===== src/hdl/shpf_defines.vh =====
`ifndef SHPF_DEFINES_VH
`define SHPF_DEFINES_VH
// ----------------------------------------
// status byte layout
// ----------------------------------------
`define SHPF_ST_OBF 0
`define SHPF_ST_IBF 1
`define SHPF_ST_UF0 2
`define SHPF_ST_UF1 3
`define SHPF_ST_USR_LO 4
`define SHPF_ST_USR_HI 7
// ----------------------------------------
// core opcodes
// ----------------------------------------
`define SHPF_OP_LD_STS 8'h90
`define SHPF_OP_EN_FLAGS 8'hf5
`define SHPF_OP_EN_DMA 8'he5
// ----------------------------------------
// port 2 pin positions
// ----------------------------------------
`define SHPF_P2_OBF 4
`define SHPF_P2_IBF 5
`define SHPF_P2_DRQ 6
`define SHPF_P2_DMA_ACKNOWLEDGE 7
// ----------------------------------------
// fifo sizing and reset values
// ----------------------------------------
`define SHPF_FIFO_DEPTH 32
`define SHPF_FIFO_AW 5
`define SHPF_STS_RST 8'h00
`define SHPF_P2_RST 8'hff
// ----------------------------------------
// packed strobe synchroniser and fifo word
// ----------------------------------------
`define SHPF_SY_CS 2
`define SHPF_SY_RD 1
`define SHPF_SY_WR 0
`define SHPF_IB_MARK 8
`endif


===== src/hdl/shpf_host_port.v =====
`timescale 1ns/10ps
`include "shpf_defines.vh"
module shpf_host_port (
	input wire sys_clk_i,
	input wire rst_n_i,
	// host pins
	input wire cs_n_i,
	input wire rd_n_i,
	input wire wr_n_i,
	input wire cmd_data_sel_i,
	input wire [7:0] host_data_i,
	output wire [7:0] host_data_o,
	output wire host_data_oe_o,
	// port 2 pins
	input wire [7:0] port2_i,
	output wire [7:0] port2_o,
	// core side
	input wire [7:0] core_op_i,
	input wire core_op_valid_i,
	input wire [7:0] core_acc_i,
	input wire core_port2_wr_i,
	input wire [7:0] core_port2_data_i,
	input wire core_obuf_valid_i,
	input wire [7:0] core_obuf_data_i,
	output wire core_obuf_ready_o,
	input wire core_f0_wr_i,
	input wire core_f0_data_i,
	input wire core_ibuf_rd_i,
	output reg [7:0] core_ibuf_data_o,
	output reg core_ibuf_cmd_o,
	output wire [7:0] host_status_o,
	output wire flags_en_o,
	output wire dma_en_o,
	output wire [7:0] port2_sync_o
);
	// ----------------------------------------
	// pin synchronisers
	// ----------------------------------------
	reg [2:0] cs_sync1_ff, cs_sync2_ff;
	reg [7:0] d_sync1_ff, d_sync2_ff;
	reg [7:0] p2_sync1_ff, p2_sync2_ff;
	reg rd_n_last_ff, wr_n_last_ff;

	// two stages; only stage two feeds logic
	always @(posedge sys_clk_i) begin
		if (!rst_n_i) begin
			cs_sync1_ff <= 3'h7;
			cs_sync2_ff <= 3'h7;
			d_sync1_ff <= 8'h00;
			d_sync2_ff <= 8'h00;
			p2_sync1_ff <= `SHPF_P2_RST;
			p2_sync2_ff <= `SHPF_P2_RST;
			rd_n_last_ff <= 1'b1;
			wr_n_last_ff <= 1'b1;
		end else begin
			cs_sync1_ff <= {cs_n_i, rd_n_i, wr_n_i};
			cs_sync2_ff <= cs_sync1_ff;
			d_sync1_ff <= host_data_i;
			d_sync2_ff <= d_sync1_ff;
			p2_sync1_ff <= port2_i;
			p2_sync2_ff <= p2_sync1_ff;
			rd_n_last_ff <= cs_sync2_ff[`SHPF_SY_RD];
			wr_n_last_ff <= cs_sync2_ff[`SHPF_SY_WR];
		end
	end

	wire cs_n_s = cs_sync2_ff[`SHPF_SY_CS];
	wire rd_n_s = cs_sync2_ff[`SHPF_SY_RD];
	wire wr_n_s = cs_sync2_ff[`SHPF_SY_WR];
	// a0 and data are synchronised alongside; held stable around strobes
	reg a0_sync1_ff, a0_sync2_ff;
	always @(posedge sys_clk_i) begin
		if (!rst_n_i) begin
			a0_sync1_ff <= 1'b0;
			a0_sync2_ff <= 1'b0;
		end else begin
			a0_sync1_ff <= cmd_data_sel_i;
			a0_sync2_ff <= a0_sync1_ff;
		end
	end

	// ----------------------------------------
	// helpers
	// ----------------------------------------
	// trailing edge of an active-low strobe while selected
	function strobe_done;
		input selected;
		input now_n;
		input last_n;
		begin
			strobe_done = selected & now_n & ~last_n;
		end
	endfunction

	// executed opcode match
	function op_hit;
		input valid;
		input [7:0] code;
		input [7:0] want;
		begin
			op_hit = valid & (code == want);
		end
	endfunction

	// ----------------------------------------
	// mode and select decode
	// ----------------------------------------
	reg flags_en_ff, dma_en_ff, drq_ff;
	reg [7:0] p2_latch_ff;
	wire dma_acknowledge_n_s = p2_sync2_ff[`SHPF_P2_DMA_ACKNOWLEDGE];
	wire sel = ~cs_n_s | (dma_en_ff & ~dma_acknowledge_n_s);
	// a latch low on the ack bit reads as ack for a few clocks after
	// dma mode starts; harmless while both strobes are idle
	wire dma_acknowledge_sel = dma_en_ff & ~dma_acknowledge_n_s;
	// trailing edge of a strobe while selected
	wire rd_done = strobe_done(sel, rd_n_s, rd_n_last_ff);
	wire wr_done = strobe_done(sel, wr_n_s, wr_n_last_ff);
	wire op_ldsts = op_hit(core_op_valid_i, core_op_i, `SHPF_OP_LD_STS);
	wire op_flags = op_hit(core_op_valid_i, core_op_i, `SHPF_OP_EN_FLAGS);
	wire op_dma = op_hit(core_op_valid_i, core_op_i, `SHPF_OP_EN_DMA);

	// ----------------------------------------
	// input direction: host writes into fifo
	// ----------------------------------------
	wire ififo_ready;
	wire ififo_valid;
	wire [8:0] ififo_data;
	// bit 8 carries the command/data mark with the byte
	shpf_fifo #(
		.WIDTH(9),
		.DEPTH(`SHPF_FIFO_DEPTH),
		.AW(`SHPF_FIFO_AW)
	) u_ibuf (
		.sys_clk_i(sys_clk_i),
		.rst_n_i(rst_n_i),
		.in_data_i({a0_sync2_ff, d_sync2_ff}),
		.in_valid_i(wr_done),
		.in_ready_o(ififo_ready),
		.out_data_o(ififo_data),
		.out_valid_o(ififo_valid),
		.out_ready_i(core_ibuf_rd_i),
		.level_o()
	);

	// ----------------------------------------
	// status byte
	// ----------------------------------------
	reg obf_ff, ibf_ff, f0_ff, f1_ff;
	reg [3:0] usr_ff;
	reg [7:0] obuf_ff;

	// core read of the input buffer pops one byte
	always @(posedge sys_clk_i) begin
		if (!rst_n_i) begin
			core_ibuf_data_o <= 8'h00;
			core_ibuf_cmd_o <= 1'b0;
		end else if (core_ibuf_rd_i & ififo_valid) begin
			core_ibuf_data_o <= ififo_data[7:0];
			core_ibuf_cmd_o <= ififo_data[`SHPF_IB_MARK];
		end
	end

	// ibf mirrors fifo occupancy after the strobe edge
	// writes into a full fifo are dropped; ibf already warns the host
	always @(posedge sys_clk_i) begin
		if (!rst_n_i) begin
			ibf_ff <= 1'b0;
			f1_ff <= 1'b0;
		end else begin
			if (wr_done) begin
				ibf_ff <= 1'b1;
				f1_ff <= a0_sync2_ff;
			end else begin
				ibf_ff <= ififo_valid;
			end
		end
	end

	// output buffer: a single latch for the host to read
	assign core_obuf_ready_o = ~obf_ff;
	always @(posedge sys_clk_i) begin
		if (!rst_n_i) begin
			obf_ff <= 1'b0;
			obuf_ff <= 8'h00;
		end else begin
			if (core_obuf_valid_i & ~obf_ff) begin
				obf_ff <= 1'b1;
				obuf_ff <= core_obuf_data_i;
			end else if (rd_done & (~a0_sync2_ff | dma_acknowledge_sel)) begin
				obf_ff <= 1'b0;
			end
		end
	end

	// user flag and user status bits from the core
	always @(posedge sys_clk_i) begin
		if (!rst_n_i) begin
			f0_ff <= 1'b0;
			usr_ff <= 4'h0;
		end else begin
			if (core_f0_wr_i) begin
				f0_ff <= core_f0_data_i;
			end
			if (op_ldsts) begin
				usr_ff <= core_acc_i[`SHPF_ST_USR_HI:`SHPF_ST_USR_LO];
			end
		end
	end

	wire [7:0] status = {usr_ff, f1_ff, f0_ff, ibf_ff, obf_ff};
	assign host_status_o = status;

	// ----------------------------------------
	// host read data path
	// ----------------------------------------
	reg [7:0] rdata_ff;
	reg rdata_oe_ff;
	// a0 high picks status, low picks data; dma always reads data
	// reloaded every clock so a held read sees the latest flags
	always @(posedge sys_clk_i) begin
		if (!rst_n_i) begin
			rdata_ff <= 8'h00;
			rdata_oe_ff <= 1'b0;
		end else begin
			rdata_oe_ff <= sel & ~rd_n_s;
			rdata_ff <= (a0_sync2_ff & ~dma_acknowledge_sel) ? status : obuf_ff;
		end
	end
	assign host_data_o = rdata_ff;
	assign host_data_oe_o = rdata_oe_ff;

	// ----------------------------------------
	// port 2 latch, flag pins and dma handshake
	// ----------------------------------------
	always @(posedge sys_clk_i) begin
		if (!rst_n_i) begin
			p2_latch_ff <= `SHPF_P2_RST;
			flags_en_ff <= 1'b0;
			dma_en_ff <= 1'b0;
		end else begin
			if (core_port2_wr_i) begin
				p2_latch_ff <= core_port2_data_i;
			end
			if (op_flags) begin
				flags_en_ff <= 1'b1;
			end
			if (op_dma) begin
				dma_en_ff <= 1'b1;
			end
		end
	end

	// request set by firmware; cleared by enable or ack with a strobe
	// clear wins over set so a firmware write racing the ack cannot
	// leave a stale request behind the finished transfer
	wire drq_set = dma_en_ff & core_port2_wr_i & core_port2_data_i[`SHPF_P2_DRQ];
	wire drq_clr = op_dma | (dma_acknowledge_sel & (~rd_n_s | ~wr_n_s));
	always @(posedge sys_clk_i) begin
		if (!rst_n_i) begin
			drq_ff <= 1'b0;
		end else if (drq_clr) begin
			drq_ff <= 1'b0;
		end else if (drq_set) begin
			drq_ff <= 1'b1;
		end
	end

	// pin mux: obf, ibf, drq override the latch when enabled
	// the latch bit gates obf and ibf so firmware can mute either pin; drq is not gated
	reg [7:0] p2_out_ff;
	always @(posedge sys_clk_i) begin
		if (!rst_n_i) begin
			p2_out_ff <= `SHPF_P2_RST;
		end else begin
			p2_out_ff <= p2_latch_ff;
			if (flags_en_ff) begin
				p2_out_ff[`SHPF_P2_OBF] <= p2_latch_ff[`SHPF_P2_OBF] & obf_ff;
				p2_out_ff[`SHPF_P2_IBF] <= p2_latch_ff[`SHPF_P2_IBF] & ibf_ff;
			end
			if (dma_en_ff) begin
				p2_out_ff[`SHPF_P2_DRQ] <= drq_ff;
				p2_out_ff[`SHPF_P2_DMA_ACKNOWLEDGE] <= 1'b1; // quasi-bidir high so ack can pull it
			end
		end
	end
	assign port2_o = p2_out_ff;
	assign port2_sync_o = p2_sync2_ff;
	assign flags_en_o = flags_en_ff;
	assign dma_en_o = dma_en_ff;
endmodule


===== src/hdl/shpf_fifo.v =====
`timescale 1ns/10ps
// ----------------------------------------
// shpf_fifo: synchronous fifo, valid/ready both sides
// ----------------------------------------
module shpf_fifo #(
	parameter WIDTH = 8,
	parameter DEPTH = 32,
	parameter AW = 5
) (
	input wire sys_clk_i,
	input wire rst_n_i,
	input wire [WIDTH-1:0] in_data_i,
	input wire in_valid_i,
	output wire in_ready_o,
	output wire [WIDTH-1:0] out_data_o,
	output wire out_valid_o,
	input wire out_ready_i,
	output wire [AW:0] level_o
);
	reg [WIDTH-1:0] mem [0:DEPTH-1];
	reg [AW-1:0] wr_ptr_ff;
	reg [AW-1:0] rd_ptr_ff;
	reg [AW:0] cnt_ff;
	wire push;
	wire pop;

	// honest full/empty from the occupancy count
	assign in_ready_o = (cnt_ff != DEPTH[AW:0]);
	assign out_valid_o = (cnt_ff != {(AW+1){1'b0}});
	assign push = in_valid_i & in_ready_o;
	assign pop = out_valid_o & out_ready_i;
	assign out_data_o = mem[rd_ptr_ff];
	assign level_o = cnt_ff;

	// storage has no reset, pointers do
	always @(posedge sys_clk_i) begin
		if (push) begin
			mem[wr_ptr_ff] <= in_data_i;
		end
	end

	// pointer and count update
	always @(posedge sys_clk_i) begin
		if (!rst_n_i) begin
			wr_ptr_ff <= {AW{1'b0}};
			rd_ptr_ff <= {AW{1'b0}};
			cnt_ff <= {(AW+1){1'b0}};
		end else begin
			if (push) begin
				wr_ptr_ff <= (wr_ptr_ff == DEPTH[AW-1:0] - 1'b1) ? {AW{1'b0}} : wr_ptr_ff + 1'b1;
			end
			if (pop) begin
				rd_ptr_ff <= (rd_ptr_ff == DEPTH[AW-1:0] - 1'b1) ? {AW{1'b0}} : rd_ptr_ff + 1'b1;
			end
			if (push & ~pop) begin
				cnt_ff <= cnt_ff + 1'b1;
			end else if (pop & ~push) begin
				cnt_ff <= cnt_ff - 1'b1;
			end
		end
	end
endmodule


===== config.mk =====
export PLATFORM = sky130hd
export DESIGN_NAME = shpf_host_port
export DESIGN_NICKNAME = d
export VERILOG_FILES = /design/src/hdl/shpf_host_port.v /design/src/hdl/shpf_fifo.v
export VERILOG_INCLUDE_DIRS = /design/src /design/src/hdl
export SDC_FILE = /design/constraint.sdc
export NUM_CORES = 1
export LEC_CHECK = 0
export BUFFER_PORTS_ARGS = -buffer_cell sky130_fd_sc_hd__buf_2
export CAP_MARGIN = 20
export CORE_ASPECT_RATIO = 0.5
export CORE_MARGIN = 2
export CORE_UTILIZATION = 49
export DETAILED_ROUTE_END_ITERATION = 8
export GPL_TIMING_DRIVEN = 0
export PLACE_DENSITY = 0.74
export SYNTH_ARGS = -nofsm -noshare
export SYNTH_HDL_FRONTEND = slang
export SYNTH_SLANG_ARGS = --single-unit

===== constraint.sdc =====
create_clock -name sys_clk_i -period 10 [get_ports sys_clk_i]
set_clock_uncertainty 0.1 [all_clocks]
set_input_delay 2 -clock sys_clk_i [delete_from_list [all_inputs] [get_ports sys_clk_i]]
set_output_delay 2 -clock sys_clk_i [all_outputs]
set_load 0.02 [all_outputs]

==> results by group <==
Cells and area
  • Layout cell share with drive strength beyond 1: 24.1%
  • Fill cells: 2265
  • Nets: 1134
  • Sequential cell area: 10900 um^2
  • Fin util: 57.9%
  • Layout area overhead: 15.4%
  • Multi-input logic area: 4120 um^2
  • Antenna cell count: 0

Worst setup path
  • Crit Path Category: primary input to flip-flop
  • Reg2reg end: u_ibuf.level_o[5]
  • Top delay family on crit path: compound AO/OA/AOI/OAI gates
  • Slowest-stage cell, CP: o31a_1
  • R2R setup slack: 6.38 ns
  • Crit start category: primary input
  • Crit-path max cell delay: 0.32 ns
  • Critical Path Fanout Max: 10
  • Required @ worst endpoint: 10.34 ns
  • CP Depth: 12
  • Crit path DAT: 4.50 ns
  • Crit path buffers/inverters: 4
  • R2R depth: 12
  • Reg-to-reg startpoint: u_ibuf.level_o[1]
  • CP cell instances: buf_2, o31a_1, inv_2, buf_2, ha_1, inv_1, ha_1, a21o_1, a21o_1, a211o_1, o211ai_1, mux2i_1
  • Crit. End Element: flip-flop

CTS
  • Post-CTS setup buffers: 0
  • CTS Hold Bufs: 0
  • Clock slew at reported path FFs: 0.06 ns
  • CTS H-tree lvls: 2
  • Clock Sinks: 399
  • Root buf cell: clkbuf_16
  • Clock Latency Late Sink: 0.54 ns
  • Clk buf depth: 3
  • Post-CTS Resized: 0
  • CTS tree: built
  • Total CTS buffers: 37

Synthesis
  • Most common cell in the netlist: edfxtp_1
  • Ys Warns: 0
  • Most used DFF post-synth: edfxtp_1
  • Syn_nets: 988
  • Post-synthesis mux area share: 14.0%
  • Simple-gate share of the synthesized area: 7.46%
  • Post-Synth Adder-Cell Area: 1.11%
  • Synth top area share: 56.4%
  • Ys async rst share: 0%
  • Synth cell types: 55
  • Post-Syn Area per Cell: 16.8 um^2
  • Cell area after synthesis: 15300 um^2
  • Synth Register Bits: 399
  • Sequential share of the synthesized area: 70.9%
  • Post-Synthesis Cells: 915
  • Post-Synth XOR/XNOR Area: 0.228%
  • Post-synth EDFFs: 288
  • Main combinational cell family by area after synthesis: multiplexers
  • Post-synth top cells: edfxtp_1, dfxtp_1, nand2_1
  • Largest area contributor in the netlist: edfxtp_1
  • Compound-Gate Fraction of Synth Area: 4.07%
  • Ranking of synthesized cells by area: edfxtp_1, dfxtp_1, mux4_2

STA
  • Final hold vios: 0
  • RSZ-0062 raised after global routing: no
  • Tcrit/Tclk final: 41.6%
  • Worst setup margin: 5.84 ns
  • Fmax: 241 MHz
  • Final Max Tran Viols: 0
  • Final setup TNS: 0 ns
  • Final-report setup violation count: 0
  • Slew margin rel.: 21.7%
  • Worst slew pin tran: 1.17 ns
  • Fin crit period: 4.16 ns

Detailed routing
  • Final wirelength: 34.8 mm
  • Avg WL per Cell: 23.0 um
  • Drt pass-1 iters: 6
  • Initial DRC count: 961
  • Vias post-DR: 8729
  • Drc violations: 0
  • Detail Route Antenna Nets: 0
  • Avg Vias per Cell: 5.77

Min path
  • Hold WC Path Type: flip-flop to flip-flop
  • Hold Path Depth: 1
  • Hold_sp: cs_sync1_ff[0]
  • Hold endpoint: cs_sync2_ff[0]

Global route
  • First-pass GRT wire length: 51.3 mm
  • Initial antenna violation count: 0
  • Pin count of the biggest net entering global routing: 35
  • Gr usage total: 21.3%
  • Vias in the first global route: 8469
  • Grt total ovfl: 0

Floorplan
  • Core area: 30600 um^2
  • Die W: 254 um
  • Cell row count: 45
  • Die Area: 32800 um^2
  • Io pins: 105
  • Chip height: 129 um
  • Initial Utilization: 50.2%

Flow run
  • Total of max-cap violations: 0

Power and ir drop
  • Leakage power: 6.04 nW
  • Maximum VDD drop: 0.000112 V
  • Pwr/cell area: 219 nW/um^2

Placement
  • Buffers on Ports: 98
  • Dpl hpwl: 22.8 mm
  • Setup WS pre-CTS: 5.36 ns
  • Routability cong.: 0.835

Run status
  • Outcome: finished, final reports clean
state kept, by name, summed over array words and instances (netlist names), 3 cells and up:
signal / flops
d_sync1_ff: 8
obuf_ff: 8
p2_sync1_ff: 8
host_data_o: 8
u_ibuf.rd_ptr_ff: 5
u_ibuf.wr_ptr_ff: 5
u_ibuf.mem: 288
port2_o: 8
port2_sync_o: 8
usr_ff: 4
d_sync2_ff: 8
p2_latch_ff: 8
cs_sync2_ff: 3
cs_sync1_ff: 3
core_ibuf_data_o: 8
u_ibuf.level_o: 6
layout make-up:
type	instances	area share, %
Inverter	9	0.191
Clock buffer	51	5.82
Multi-Input combinational cell	454	23.3
Clock inverter	16	0.608
Timing Repair Buffer	107	3.94
Sequential cell	399	61.4
Buffer	53	1.77
Tap cell	423	2.99
report_power, final:
part	switching (mW)	internal (mW)	total, mW
Sequential	0.0359	1.81	1.84
Clock	0.596	0.751	1.35
Combinational	0.360	0.323	0.684
logic make-up after synthesis:
logic type / count (synthesis)
buf+inv: 62
mux: 116
simple gates: 228
flops: 399
compound gates: 93
fa+ha+maj: 13
xor+xnor: 4
stage by stage:
stage / std cells / power, mW / hold WS (ns) / cell area, um^2
6_report: 1512 / 3.87 / 0.311 / 17700
2_1_floorplan: 915 / 2.34 / 0.286 / 15300
3_3_place_gp: 1436 / 2.53 / 0.289 / 16400
3_5_place_dp: 1437 / 2.54 / 0.295 / 16400
4_1_cts: 1504 / 3.87 / 0.311 / 17500
5_1_grt: 1512 / 3.99 / 0.324 / 17700
cells in the final DEF (no fill, tap or decap), drive strengths merged, types with 4 or more instances in the layout:
master  count
a21boi     26
edfxtp    288
nor2       49
nand2b     30
o211ai      4
o21ai      17
and2       21
mux4       73
mux2       11
nand3b      6
nor2b      16
dfxtp     111
buf       141
mux2i      32
clkbuf     70
clkinv     12
nand3      15
ha         12
a21o        5
a21oi      12
nor3        6
a31oi       8
nand2      67
inv        11
o22ai       6
metal layers:
layer | track usage (%) | routed length, um
met4 | 6.26 | 725
met2 | 33.0 | 15800
met1 | 30.4 | 14500
met3 | 5.06 | 3740
met5 | 0 | 0
worst register-to-register path: stages, from the launching register on:
cell,delay (ns)
dfxtp_1,0.35
or4_1,0.59
o31a_1,0.38
inv_2,0.13
buf_2,0.23
ha_1,0.27
inv_1,0.16
ha_1,0.30
a21o_1,0.17
a21o_1,0.21
a211o_1,0.31
o211ai_1,0.13
mux2i_1,0.23
worst max-delay path by stage:
stage,start,end
finish,core_ibuf_rd_i,u_ibuf.level_o[5]
detailed placement,core_ibuf_rd_i,u_ibuf.level_o[5]
global route,core_ibuf_rd_i,u_ibuf.level_o[5]
CTS,core_ibuf_rd_i,u_ibuf.level_o[5]
floorplan,core_ibuf_rd_i,u_ibuf.level_o[5]
global placement,core_ibuf_rd_i,u_ibuf.level_o[5]
No activity file was read; power rests on OpenSTA's default activity.
